File: src/rtl/can_ctrl_pkg.sv
// Constants, field layout and offsets for the CAN error count and message center control block
// Function
// (RULE_01) Keep 8-bit transmit and receive error counts
// (RULE_02) Transmit count writes need init mode, bus on
// (RULE_03) Accepted write loads both counters together
// (RULE_04) Writing zero clears error-count-exceeded flag
// (RULE_05) Hardware and soft reset clear both counters
// (RULE_06) Report active, warning, passive from transmit count
// (RULE_07) Transmit count past 255 enters bus-off
// (RULE_08) Not-ready center skipped for all traffic
// (RULE_09) Resets clear ready; software holds until init
// (RULE_10) Per-center ready change leaves others running
// (RULE_11) Transmit done raises request when enabled
// (RULE_12) Receive stored raises request when enabled
// (RULE_13) Software alone clears the interrupt request
// (RULE_14) Requests reach CPU only with global enable
// (RULE_15) Center 15 ignores transmit enable and request
// (RULE_16) Remote request sets pending; transmit done clears
// (RULE_17) Transmit center answers only updated, uninhibited data
// (RULE_18) Receive center sets pending, never clears it
// (RULE_19) Control bits writable; pending clear-only; reset zero
// (RULE_20) CPU transmit request held until transmission completes
// (RULE_21) Soft reset and system reset clear transmit request
// (RULE_22) Remote request on transmit center sets transmit request
package can_ctrl_pkg;

  // Register offsets on the special function register port
  localparam logic [7:0] TX_ERR_ADDR      = 8'hA6;  // Transmit error counter
  localparam logic [7:0] RX_ERR_ADDR      = 8'hA7;  // Receive error counter
  localparam logic [7:0] CENTER1_ADDR     = 8'hAB;  // First message center control
  localparam logic [7:0] STATUS_ADDR      = 8'hBA;  // Error state summary

  // Message center control byte layout
  localparam int CTL_READY  = 7;  // Center ready
  localparam int CTL_TXIE   = 6;  // Transmit interrupt enable
  localparam int CTL_RXIE   = 5;  // Receive interrupt enable
  localparam int CTL_IRQ    = 4;  // Interrupt request
  localparam int CTL_REMOTE = 3;  // Remote request pending
  localparam int CTL_CPUTX  = 2;  // CPU transmit request
  localparam int CTL_INH    = 1;  // Overwrite or inhibit, shown from outside
  localparam int CTL_UPD    = 0;  // Data updated, shown from outside

  // Status byte layout
  localparam int ST_BUSOFF  = 7;  // Bus off
  localparam int ST_EXCEED  = 6;  // Error count exceeded
  localparam int ST_PASSIVE = 1;  // Error passive
  localparam int ST_WARN    = 0;  // Warning level

  // Reset values and thresholds
  localparam logic [7:0] CTL_RESET     = 8'h00;  // Control byte after reset
  localparam logic [7:0] ERR_RESET     = 8'h00;  // Counters after reset
  localparam logic [7:0] ERR_WARN_LVL  = 8'h60;  // 96: warning level
  localparam logic [7:0] ERR_PASS_LVL  = 8'h80;  // 128: error passive
  localparam logic [8:0] ERR_OFF_LVL   = 9'h0FF; // Above 255: bus off
  localparam logic [7:0] ERR_MAX       = 8'hFF;  // Counter ceiling
  localparam logic [7:0] ERR_ZERO      = 8'h00;  // Write value that clears flag
  localparam logic [7:0] ERR_ONE       = 8'h01;  // Decrement step

  // Center numbering
  localparam int NUM_CENTERS    = 15;  // Message centers
  localparam int RX_ONLY_CENTER = 15;  // Receive-only center

endpackage : can_ctrl_pkg

File: src/rtl/msg_center_ctrl.sv
// Control bits of one message center
`timescale 1ns/1ps
module msg_center_ctrl #(
  parameter bit RX_ONLY = 1'b0  // Center can never transmit
) (
  // Clock and resets
  input  wire logic       clk_sys,
  input  wire logic       rst_n,
  input  wire logic       softReset,
  // Register write
  input  wire logic       wrEn,
  input  wire logic [7:0] wrData,
  // Engine events and message format state
  input  wire logic       txDone,
  input  wire logic       rxStored,
  input  wire logic       remoteReq,
  input  wire logic       isTransmit,
  input  wire logic       dataUpdated,
  input  wire logic       txInhibit,
  // Stored bits and derived requests
  output logic      [5:0] ctlBits,
  output logic            txWanted,
  output logic            remoteAnswer
);
  import can_ctrl_pkg::*;

  logic ready_r, txIe_r, rxIe_r, irq_r, remote_r, cpuTx_r;  // Stored bits
  logic ready_nxt, txIe_nxt, rxIe_nxt, irq_nxt, remote_nxt, cpuTx_nxt;

  // Events only count while the center is ready
  wire txEv     = ready_r & txDone & ~RX_ONLY;           // RULE_08 RULE_15
  wire rxEv     = ready_r & rxStored;                    // RULE_08
  wire remEv    = ready_r & remoteReq;                   // RULE_08
  wire irqSet   = (txEv & txIe_r & ~RX_ONLY) | (rxEv & rxIe_r);  // RULE_11 RULE_12 RULE_15
  wire cpuTxSet = remEv & isTransmit & ~RX_ONLY;         // RULE_22

  // Next-state: hardware sets win over software clears
  always_comb begin
    ready_nxt  = wrEn ? wrData[CTL_READY] : ready_r;     // RULE_10 RULE_19
    txIe_nxt   = wrEn ? wrData[CTL_TXIE] : txIe_r;       // RULE_19
    rxIe_nxt   = wrEn ? wrData[CTL_RXIE] : rxIe_r;       // RULE_19
    irq_nxt    = (wrEn ? wrData[CTL_IRQ] : irq_r) | irqSet;  // RULE_13 RULE_19
    // Pending remote: software may only clear, transmit done on a transmit center clears
    remote_nxt = remote_r & ~(wrEn & ~wrData[CTL_REMOTE]);   // RULE_19
    if (txEv && isTransmit) begin
      remote_nxt = 1'b0;                                 // RULE_16 RULE_18
    end
    remote_nxt = remote_nxt | remEv;                     // RULE_16 RULE_18
    // Transmit request held until completion
    cpuTx_nxt  = wrEn ? wrData[CTL_CPUTX] : cpuTx_r;     // RULE_20
    if (txEv) begin
      cpuTx_nxt = 1'b0;                                  // RULE_20
    end
    cpuTx_nxt  = (cpuTx_nxt | cpuTxSet) & ~RX_ONLY;      // RULE_15 RULE_22
  end

  // Bit storage; soft reset returns all bits to zero
  always_ff @(posedge clk_sys or negedge rst_n) begin
    if (!rst_n) begin
      {ready_r, txIe_r, rxIe_r, irq_r, remote_r, cpuTx_r} <= 6'h00;  // RULE_09 RULE_21
    end else if (softReset) begin
      {ready_r, txIe_r, rxIe_r, irq_r, remote_r, cpuTx_r} <= 6'h00;  // RULE_09 RULE_21
    end else begin
      ready_r  <= ready_nxt;
      txIe_r   <= txIe_nxt;
      rxIe_r   <= rxIe_nxt;
      irq_r    <= irq_nxt;
      remote_r <= remote_nxt;
      cpuTx_r  <= cpuTx_nxt;
    end
  end

  assign ctlBits      = {ready_r, txIe_r, rxIe_r, irq_r, remote_r, cpuTx_r};
  // Engine may send this center's frame
  assign txWanted     = ready_r & cpuTx_r & ~(isTransmit & txInhibit);  // RULE_08
  // Remote request answered only with fresh, uninhibited data
  assign remoteAnswer = ready_r & remote_r & isTransmit & dataUpdated
                        & ~txInhibit & ~RX_ONLY;         // RULE_17
endmodule : msg_center_ctrl

File: src/rtl/can_err_msg_ctrl.sv
// Error counters, bus state and message center control registers
`timescale 1ns/1ps
module can_err_msg_ctrl #(
  parameter int NCENTER  = can_ctrl_pkg::NUM_CENTERS,     // Message centers
  parameter int RXONLY   = can_ctrl_pkg::RX_ONLY_CENTER,  // Receive-only center number
  parameter int TX_STEP  = 8                              // Transmit error increment
) (
  // Clock and reset
  input  wire logic               clk_sys,
  input  wire logic               rst_n,
  // Special function register port
  input  wire logic [7:0]         sfrAddr,
  input  wire logic               sfrWrite,
  input  wire logic [7:0]         sfrWdata,
  output logic      [7:0]         sfrRdata,
  // Controller mode bits
  input  wire logic               swInitMode,
  input  wire logic               controllerSoftReset,
  input  wire logic               globalIrqEnable,
  // Error events from the protocol engine
  input  wire logic               txErrUp,
  input  wire logic               txErrDown,
  input  wire logic               rxErrUp,
  input  wire logic               rxErrDown,
  // Per-center events and format state, bit 0 is center 1
  input  wire logic [NCENTER-1:0] txDone,
  input  wire logic [NCENTER-1:0] rxStored,
  input  wire logic [NCENTER-1:0] remoteReq,
  input  wire logic [NCENTER-1:0] isTransmit,
  input  wire logic [NCENTER-1:0] dataUpdated,
  input  wire logic [NCENTER-1:0] overwriteOrInhibit,
  // Bus state
  output logic                    busOff,
  output logic                    errWarning,
  output logic                    errPassive,
  output logic                    errorCountExceeded,
  // Toward the engine and the CPU interrupt logic
  output logic      [NCENTER-1:0] centerReady,
  output logic      [NCENTER-1:0] txPending,
  output logic      [NCENTER-1:0] remoteAnswerEn,
  output logic                    canIrq
);
  import can_ctrl_pkg::*;

  // Parameter check: a sixteenth center would land on the status address
  if (NCENTER < 1 || NCENTER > NUM_CENTERS || RXONLY < 1 || RXONLY > NCENTER
      || TX_STEP < 1 || TX_STEP > 255) begin : g_bad_params
    $error("can_err_msg_ctrl: unsupported parameters");
  end

  localparam logic [8:0] TX_STEP9 = 9'(TX_STEP);  // Increment at sum width

  // Error counters and flags
  logic [7:0] txErr_r, txErr_nxt;        // Transmit error count
  logic [7:0] rxErr_r, rxErr_nxt;        // Receive error count
  logic       busOff_r, busOff_nxt;      // Bus-off state
  logic       exceed_r, exceed_nxt;      // Error count exceeded
  logic       warn_r, passive_r;         // Registered bus-state outputs
  logic [7:0] rdata_r;                   // Read data
  logic       irq_r;                     // Interrupt toward the CPU
  logic [NCENTER-1:0] ready_r;           // Registered center ready
  logic [NCENTER-1:0] txPend_r;          // Registered transmit wish
  logic [NCENTER-1:0] remAns_r;          // Registered remote answer enable

  // Per-center wires
  logic [5:0]         ctl    [NCENTER];  // Stored control bits per center
  logic [NCENTER-1:0] ctlWr;             // Write strobe per center
  logic [NCENTER-1:0] irqVec;            // Interrupt request per center
  logic [NCENTER-1:0] txWant;            // Transmit wish per center
  logic [NCENTER-1:0] remAns;            // Remote answer per center

  // Address decode
  wire txErrHit  = (sfrAddr == TX_ERR_ADDR);
  wire rxErrHit  = (sfrAddr == RX_ERR_ADDR);
  wire statusHit = (sfrAddr == STATUS_ADDR);
  // Counter write accepted only in init mode while bus on
  wire txErrWrOk = sfrWrite & txErrHit & swInitMode & ~busOff_r;  // RULE_02
  wire wrZero    = txErrWrOk & (sfrWdata == ERR_ZERO);            // RULE_04

  // Sum kept one bit wider to see passing 255
  wire [8:0] txSum   = {1'b0, txErr_r} + TX_STEP9;
  wire       txOver  = txErrUp & (txSum > ERR_OFF_LVL);           // RULE_07
  wire       rxAtMax = (rxErr_r == ERR_MAX);
  wire       txAtMin = (txErr_r == ERR_RESET);
  wire       rxAtMin = (rxErr_r == ERR_RESET);

  // Counter next values
  always_comb begin
    txErr_nxt = txErr_r;
    rxErr_nxt = rxErr_r;
    if (txErrWrOk) begin
      // Software load copies the value into both counters
      txErr_nxt = sfrWdata;                                       // RULE_03
      rxErr_nxt = sfrWdata;                                       // RULE_03
    end else begin
      if (txErrUp && !busOff_r) begin
        // Saturate at the top once bus off is reached
        txErr_nxt = txOver ? ERR_MAX : txSum[7:0];                // RULE_01
      end else if (txErrDown && !txAtMin) begin
        txErr_nxt = txErr_r - ERR_ONE;                            // RULE_01
      end
      if (rxErrUp && !rxAtMax) begin
        rxErr_nxt = rxErr_r + ERR_ONE;                            // RULE_01
      end else if (rxErrDown && !rxAtMin) begin
        rxErr_nxt = rxErr_r - ERR_ONE;                            // RULE_01
      end
    end
  end

  // Flag next values: the clearing write beats a count event in the same cycle
  always_comb begin
    busOff_nxt = busOff_r | (txOver & ~busOff_r);                 // RULE_07
    exceed_nxt = exceed_r & ~wrZero;                              // RULE_04
    if (txErr_nxt >= ERR_WARN_LVL && (txErrUp || rxErrUp)) begin
      exceed_nxt = 1'b1;
    end
    if (rxErr_nxt >= ERR_WARN_LVL && rxErrUp) begin
      exceed_nxt = 1'b1;
    end
  end

  // Counters and flags; soft reset clears them
  always_ff @(posedge clk_sys or negedge rst_n) begin
    if (!rst_n) begin
      txErr_r  <= ERR_RESET;                                      // RULE_05
      rxErr_r  <= ERR_RESET;                                      // RULE_05
      busOff_r <= 1'b0;
      exceed_r <= 1'b0;
    end else if (controllerSoftReset) begin
      txErr_r  <= ERR_RESET;                                      // RULE_05
      rxErr_r  <= ERR_RESET;                                      // RULE_05
      busOff_r <= 1'b0;
      exceed_r <= 1'b0;
    end else begin
      txErr_r  <= txErr_nxt;
      rxErr_r  <= rxErr_nxt;
      busOff_r <= busOff_nxt;
      exceed_r <= exceed_nxt;
    end
  end

  // Bus state decode from the stored transmit count
  wire warnNow    = ~busOff_r & (txErr_r >= ERR_WARN_LVL) & (txErr_r < ERR_PASS_LVL);  // RULE_06
  wire passiveNow = ~busOff_r & (txErr_r >= ERR_PASS_LVL);                             // RULE_06

  // One control block per message center
  genvar gi;
  generate
    for (gi = 0; gi < NCENTER; gi++) begin : g_center
      // Each center owns one register address
      assign ctlWr[gi] = sfrWrite & (sfrAddr == 8'(CENTER1_ADDR + gi));
      msg_center_ctrl #(
        .RX_ONLY (gi + 1 == RXONLY)
      ) u_center (
        .clk_sys      (clk_sys),
        .rst_n        (rst_n),
        .softReset    (controllerSoftReset),
        .wrEn         (ctlWr[gi]),
        .wrData       (sfrWdata),
        .txDone       (txDone[gi]),
        .rxStored     (rxStored[gi]),
        .remoteReq    (remoteReq[gi]),
        .isTransmit   (isTransmit[gi]),
        .dataUpdated  (dataUpdated[gi]),
        .txInhibit    (overwriteOrInhibit[gi]),
        .ctlBits      (ctl[gi]),
        .txWanted     (txWant[gi]),
        .remoteAnswer (remAns[gi])
      );
      assign irqVec[gi] = ctl[gi][CTL_IRQ - 2];
    end
  endgenerate

  // Read multiplexer; unmapped addresses read zero
  logic [7:0] rdMux;
  always_comb begin
    rdMux = 8'h00;
    if (txErrHit) begin
      rdMux = txErr_r;                                            // RULE_01
    end else if (rxErrHit) begin
      rdMux = rxErr_r;                                            // RULE_01
    end else if (statusHit) begin
      rdMux[ST_BUSOFF]  = busOff_r;
      rdMux[ST_EXCEED]  = exceed_r;
      rdMux[ST_PASSIVE] = passiveNow;
      rdMux[ST_WARN]    = warnNow;
    end
    for (int i = 0; i < NCENTER; i++) begin
      if (sfrAddr == 8'(CENTER1_ADDR + i)) begin
        rdMux = {ctl[i], overwriteOrInhibit[i], dataUpdated[i]};
      end
    end
  end

  // Output registers; bus state drops in the cycle bus off is entered so states never overlap
  always_ff @(posedge clk_sys or negedge rst_n) begin
    if (!rst_n) begin
      rdata_r   <= 8'h00;
      warn_r    <= 1'b0;
      passive_r <= 1'b0;
      irq_r     <= 1'b0;
      ready_r   <= '0;
      txPend_r  <= '0;
      remAns_r  <= '0;
    end else begin
      rdata_r   <= rdMux;
      warn_r    <= warnNow & ~busOff_nxt;                         // RULE_06
      passive_r <= passiveNow & ~busOff_nxt;                      // RULE_06
      irq_r     <= globalIrqEnable & (|irqVec);                   // RULE_14
      ready_r   <= centerReadyVec();                              // RULE_10
      txPend_r  <= txWant;                                        // RULE_08
      remAns_r  <= remAns;                                        // RULE_17
    end
  end

  // Collect ready bits from every center
  function automatic logic [NCENTER-1:0] centerReadyVec();
    logic [NCENTER-1:0] v;
    v = '0;
    for (int i = 0; i < NCENTER; i++) begin
      v[i] = ctl[i][CTL_READY - 2];
    end
    return v;
  endfunction : centerReadyVec

  assign sfrRdata           = rdata_r;
  assign busOff             = busOff_r;
  assign errWarning         = warn_r;
  assign errPassive         = passive_r;
  assign errorCountExceeded = exceed_r;
  assign centerReady        = ready_r;
  assign txPending          = txPend_r;
  assign remoteAnswerEn     = remAns_r;
  assign canIrq             = irq_r;
endmodule : can_err_msg_ctrl

File: config.mk
export PLATFORM = sky130hd
export DESIGN_NAME = can_err_msg_ctrl
export DESIGN_NICKNAME = d
export VERILOG_FILES = /design/src/rtl/can_ctrl_pkg.sv /design/src/rtl/msg_center_ctrl.sv /design/src/rtl/can_err_msg_ctrl.sv
export SDC_FILE = /design/constraint.sdc
export NUM_CORES = 1
export LEC_CHECK = 0
export BUFFER_PORTS_ARGS = -buffer_cell sky130_fd_sc_hd__buf_2
export CAP_MARGIN = 10
export CORE_MARGIN = 3
export CORE_UTILIZATION = 55
export CTS_CLUSTER_SIZE = 20
export DETAILED_ROUTE_END_ITERATION = 8
export PLACE_DENSITY_LB_ADDON = 0.08
export SYNTH_ARGS = -nofsm -noshare
export SYNTH_HDL_FRONTEND = slang
export SYNTH_SLANG_ARGS = --single-unit
File: constraint.sdc
create_clock -name clk_sys -period 3 [get_ports clk_sys]
set_input_delay 0.6 -clock clk_sys [delete_from_list [all_inputs] [get_ports clk_sys]]
set_output_delay 0.6 -clock clk_sys [all_outputs]
set_load 0.1 [all_outputs]
* Word level (Yosys, flattened, before mapping)
Index checks and enable logic that the tools add are counted.
W data, S select, Z words.
** Operators by class
- Eq/ne operators :: 19
- Bitwise gates (word level) :: 349
- Reductions and logical operators :: 44
- Magnitude comparators :: 6
- Mux-type cells :: 225
- Add/sub/neg operators :: 4
** Operators by type and width (number)
- $and A1 B1 Y1 :: 243
- $mux W8 :: 25
- $mux W1 :: 195
- $eq A8 B8 Y1 const B :: 19
- $or A1 B1 Y1 :: 59
- $not A1 Y1 :: 47
- $reduce_bool A2 Y1 :: 15
- $ge A8 B7 Y1 const B :: 3
- $logic_not A8 Y1 :: 3
- $logic_and A1 B1 Y1 :: 20
- $sub A8 B1 Y8 const B :: 2
- $reduce_or A15 Y1 :: 1
- $add A8 B4 Y9 const B :: 1
- $gt A9 B8 Y1 const B :: 1
- $add A8 B1 Y8 const B :: 1
- $ge A8 B8 Y1 const B :: 1
- $lt A8 B8 Y1 const B :: 1
- $mux W2 :: 4
- $logic_not A1 Y1 :: 4
- $mux W4 :: 1
- $logic_or A1 B1 Y1 :: 1
** Storage, ports and cells
- Word-level logic and storage cells :: 747
- Output and inout port bits :: 58
- Flip-flop bits (word level) :: 161
- Input bits :: 116

* Depth between registers and ports, before layout
- Word-level depth :: 21
- Mapped depth :: 10
- Mapped depth without buffers :: 9

* Cells and area by module
A second synthesis with hierarchy kept.
** Unflattened totals
- Cells, all modules :: 1048
- Area total of the unflattened synthesis :: 9985.8 um2
** By module, submodules not included
- msg_center_ctrl at g_center[0].u_center ... :: instances 14, sequential area each 150.1 um2, cells each 36, area each 372.9 um2
- can_err_msg_ctrl :: instances 1, sequential area each 1851.8 um2, cells each 516, area each 4486.8 um2
- msg_center_ctrl at g_center[14].u_center :: instances 1, sequential area each 125.1 um2, cells each 28, area each 279.0 um2

* Worst setup path after synthesis
OpenSTA, ideal clock, no wires.
- Kind :: reg2reg
- From :: register busOff_r, in the netlist busOff
- To :: register exceed_r, in the netlist errorCountExceeded
- Setup slack :: 585 ps
- Setup time :: 143 ps
- Clock period less this slack :: 2415 ps
- Data required time :: 2857 ps
- Cell stages (with the launch flop) :: 9
- Arrival time :: 2273 ps
- Buffers on the path :: 1
- Cell sequence :: dfrtp_1 -> nand2b_1 -> clkbuf_1 -> and4_4 -> o21ai_0 -> a21boi_1 -> nor2_1 -> o32ai_2 -> a41oi_1
** Between the ends
- Cells in the longest elaborated chain, start to end :: 9
- Elaborated cells between the ends (all ways) :: 17
- Those cells by class :: order compare (2); mux (6); bitwise (5); reduce/logical (4)
** RTL lines
- from (decl) :: RTL line can_err_msg_ctrl.sv:56 : logic busOff_r, busOff_nxt;
- from (signal assigned) :: RTL line can_err_msg_ctrl.sv:137 : busOff_r <= busOff_nxt;
- $logic_not A1 Y1 :: RTL line can_err_msg_ctrl.sv:96 : if (txErrUp && !busOff_r) begin
- $logic_and A1 B1 Y1 :: RTL line can_err_msg_ctrl.sv:96
- $mux W8 :: RTL line can_err_msg_ctrl.sv:96
- $mux W8 :: RTL line can_err_msg_ctrl.sv:91 : if (txErrWrOk) begin
- $ge A8 B7 Y1 :: RTL line can_err_msg_ctrl.sv:114 : if (txErr_nxt >= ERR_WARN_LVL && (txErrUp || rxErrUp)) begin
- $logic_and A1 B1 Y1 :: RTL line can_err_msg_ctrl.sv:114
- $mux W1 :: RTL line can_err_msg_ctrl.sv:114
- $mux W1 * :: RTL line can_err_msg_ctrl.sv:117 : if (rxErr_nxt >= ERR_WARN_LVL && rxErrUp) begin
- $mux W1 * :: RTL line can_err_msg_ctrl.sv:129 : end else if (controllerSoftReset) begin
- to (signal assigned) :: RTL line can_err_msg_ctrl.sv:138 : exceed_r <= exceed_nxt;
- to (decl) :: RTL line can_err_msg_ctrl.sv:57 : logic exceed_r, exceed_nxt;
Mark *: on every way between the ends. The rest lies on a longest branch, timed or not.
A chain may end at the register's enable or synchronous reset.

* Final worst setup path
- From :: register txErr_r[0]
- To :: register exceed_r, in the netlist errorCountExceeded
** Between the ends
- Cells in the longest elaborated chain, start to end :: 11
- Elaborated cells between the ends (all ways) :: 16
- Those cells by class :: add/sub (2); order compare (2); mux (7); bitwise (1); reduce/logical (4)
** RTL lines
- from (decl) :: RTL line can_err_msg_ctrl.sv:54 : logic [7:0] txErr_r, txErr_nxt;
- from (signal assigned) :: RTL line can_err_msg_ctrl.sv:135 : txErr_r <= txErr_nxt;
- $add A8 B4 Y9 or $logic_not A8 Y1 (tied branches) :: RTL line can_err_msg_ctrl.sv:81, can_err_msg_ctrl.sv:84
- $gt A9 B8 Y1 or $logic_not A1 Y1 (tied branches) :: RTL line can_err_msg_ctrl.sv:82, can_err_msg_ctrl.sv:99
- $and A1 B1 Y1 or $logic_and A1 B1 Y1 (tied branches) :: RTL line can_err_msg_ctrl.sv:82, can_err_msg_ctrl.sv:99
- $mux W8, on equally long branches :: RTL line can_err_msg_ctrl.sv:98, can_err_msg_ctrl.sv:99
- $mux W8 * :: RTL line can_err_msg_ctrl.sv:96
- $mux W8 * :: RTL line can_err_msg_ctrl.sv:91
- $ge A8 B7 Y1 * :: RTL line can_err_msg_ctrl.sv:114
- $logic_and A1 B1 Y1 * :: RTL line can_err_msg_ctrl.sv:114
- $mux W1 * :: RTL line can_err_msg_ctrl.sv:114
- $mux W1 * :: RTL line can_err_msg_ctrl.sv:117
- $mux W1 * :: RTL line can_err_msg_ctrl.sv:129
Marks and branches as above.

==> summary.md <==
| Metric | Value |
|---|---|
| Status | finished clean |
| Largest net degree at the start of global routing | 60 |
| Fin nets | 1,303 |
| Maximum VDD drop | 0.000389 V |
| Most common cell after layout, fill and taps aside | buf_2 |
| Number of global-route vias before repair | 8,157 |
| Clk pin slew, worst setup/hold paths | 0.06 ns |
| CTS Buffer Depth | 2 |
| GPL Wtd Cong | 1.00 |
| Async set or reset register ratio after synthesis | 1.00 |
| Critical path type | reg -> reg |
| Adder-cell area share of the yosys netlist | 0.0139 |
| Setup TNS | 0 ns |
| Post-DRT Antenna Nets | 0 |
| Initial antenna violation count | 1 |
| Startpoint types | register |
| CP Data Arrival Time | 2.86 ns |
| Compound-cell area share of the yosys netlist | 0.208 |
| Top FF cell, synth | dfrtp_1 |
| Slew Viols, Final | 0 |
| Slew margin rel. | 0.611 |
| Placed wire-length estimate | 21,000 um |
| Register area | 4030 sq um |
| Clock skew | 0.0131 ns |
| Die height | 134 um |
| Fin crit period | 2.58 ns |
| CP required | 3.28 ns |
| Drt wl/cell | 21.1 um |
| Die Area | 17,900 sq um |
| Tightest Pin Transition | 0.576 ns |
| Post-synthesis sequential area ratio | 0.449 |
| First-pass GRT wire length | 45,300 um |
| Placed Cells | 1,374 |
| DRT iter0 DRCs | 1,157 |
| P_leak | 0.00506 uW |
| Worst Hold Class | in -> async |
| I/O pin cnt | 174 |
| Cells after Synth | 1,028 |
| Row count | 46 |
| Max Clock Freq | 0.388 GHz |
| R2R Setup Slk | 0.42 ns |
| CTS tree | done |
| Netlist cell types | 73 |
| Mean post-synth cell area | 8.73 sq um |
| Synthesized flop and latch total | 161 |
| WHS | 0.103 ns |
| Hold_buf cts | 0 |
| Clock root buffer | clkbuf_16 |
| Crit. End Element | register |
| Inserted Clock Buffers | 17 |
| Synth top area share | 0.449 |
| Setup Fix Bufs, Post-CTS | 0 |
| Cell Area, Placed | 10,100 sq um |
| Most frequent cells in the layout | 167 x buf_2, 161 x dfrtp_1, 149 x nand2_1 |
| IO buf count | 169 |
| Synth top area cells | dfrtp_1 45%, a21oi_1 6.9%, nand2_1 6.2%, mux2i_1 5.8%, nand3_1 4.0% |
| Starting Density | 0.563 |
| Layout area overhead | 19.9% |
| Gr usage total | 0.325 |
| Multi-input gate area | 4560 sq um |
| R2R cell count | 9 |
| Post-cts sizing count | 0 |
| Final period utilization | 0.859 |
| Ratio of cells with drive above 1 in the final layout | 0.218 |
| Number of synthesized flops with an enable pin | 0 |
| RSZ-0062 raised after global routing | false |
| Leading area contributor after synthesis | dfrtp_1 |
| Remaining DRCs | 0 |
| TritonRoute pass-1 iters | 5 |
| Clock Latency Late Sink | 0.44 ns |
| Warnings from Yosys | 0 |
| Pwr/cell area | 510 nW/um^2 |
| Launching point of the worst reg2reg path | txErr_r[0] |
| Ant diodes | 0 |
| # fillers | 1,348 |
| Non-filler instance count after layout | 1,406 |
| Reg-to-Reg End | errorCountExceeded |
| Simple-gate portion of the synthesized area | 0.208 |
| Vias per std cell | 6.41 |
| Post-Synth XOR/XNOR Area | 0.00976 |
| Final setup viols | 0 |
| Multiplexer share of the synthesized area | 0.0668 |
| Main combinational cell family by area after synthesis | simple AND/OR/NAND/NOR gates |
| Total Wirelength | 29,600 um |
| Max-cap violation count | 0 |
| Post-Synthesis Cell Area | 8980 sq um |
| CTS Sinks | 161 |
| Core ar. | 15,900 sq um |
| Vias post-DR | 9,011 |
| Final hold violation count | 0 |
| Critical Path Fanout Max | 6 |
| Htree depth | 4 |
| Finished Cell Area | 10,800 sq um |
| Chip width | 134 um |
| Total gr overflow | 0 |
==> per-layer routing <==
layer  routed length [um]  track usage
met5                    7            0
met2                13400        0.485
met1                12200        0.467
met4                  836        0.119
met3                 3200       0.0706
==> worst max-delay path by stage <==
stage                     from                  to  depth (start not counted)  slack (ns)
CTS                 txErr_r[0]  errorCountExceeded                          9        0.43
global route        txErr_r[0]  errorCountExceeded                          9        0.36
global placement    sfrAddr[6]         sfrRdata[1]                          8        0.31
finish              txErr_r[0]  errorCountExceeded                          9        0.42
detailed placement  sfrAddr[1]         sfrRdata[7]                          8        0.31
floorplan               busOff  errorCountExceeded                          8        0.58
==> synthesized netlist by cell type, drive strengths merged, types with 4 or more instances <==
cell type / number
dfrtp: 161
nand2: 149
a21oi: 123
nand3: 74
clkbuf: 70
nor2: 67
mux2i: 52
o21ai: 38
nor3: 32
a22oi: 19
a22o: 18
inv: 15
buf: 14
nor2b: 14
o22ai: 14
a31oi: 13
nand4: 11
ha: 10
o211ai: 10
a211oi: 9
xnor2: 9
and2: 8
o221ai: 8
nand2b: 7
nor4: 6
and3: 5
mux2: 5
o31ai: 5
a211o: 4
a32oi: 4
nor3b: 4
o311ai: 4
==> final cells by class <==
type / count / area share
Clock buffer: 20 / 0.0415
Clock inverter: 12 / 0.0170
Inverter: 15 / 0.00523
Multi-Input combinational cell: 769 / 0.423
Sequential cell: 161 / 0.374
Tap cell: 216 / 0.0251
Timing Repair Buffer: 213 / 0.114
==> critical path, stage by stage, from the launching register on <==
cell	delay, ns
dfrtp_1	0.46
inv_1	0.15
ha_1	0.17
or4b_4	0.47
and4_4	0.19
o31a_1	0.27
a21boi_1	0.20
nor2_1	0.12
o32ai_2	0.26
a41oi_1	0.14
==> metrics by stage <==
stage,utilization,total power [uW],worst slack [ns]
6_report,0.675,5480,0.422
5_1_grt,0.675,5670,0.363
4_1_cts,0.675,5470,0.432
3_5_place_dp,0.636,3160,0.310
3_3_place_gp,0.636,3160,0.314
2_1_floorplan,-,2830,0.585
==> flip-flops by register name (all words and copies together), names as in the netlist <==
name	cells
busOff	1
canIrq	1
centerReady	15
errPassive	1
errWarning	1
errorCountExceeded	1
g_center.u_center.cpuTx_r	14
g_center.u_center.irq_r	15
g_center.u_center.ready_r	15
g_center.u_center.remote_r	15
g_center.u_center.rxIe_r	15
g_center.u_center.txIe_r	15
remoteAnswerEn	14
rxErr_r	8
sfrRdata	8
txErr_r	8
txPending	14
==> cell families after synthesis <==
| group | after synthesis |
|---|---|
| AOI/OAI and AO/OA | 295 |
| xor gates and xnor gates | 10 |
| DFF | 161 |
| muxes | 58 |
| buffers and inverters | 99 |
| other | 1 |
| adders and majority gates | 10 |
| and+or+nand+nor | 394 |
==> power breakdown <==
group / internal (uW) / switching [uW]
clock network: 1420 / 912
registers: 2220 / 88.4
logic: 297 / 548
total: 3940 / 1550
(Power assumes the default switching activity.)
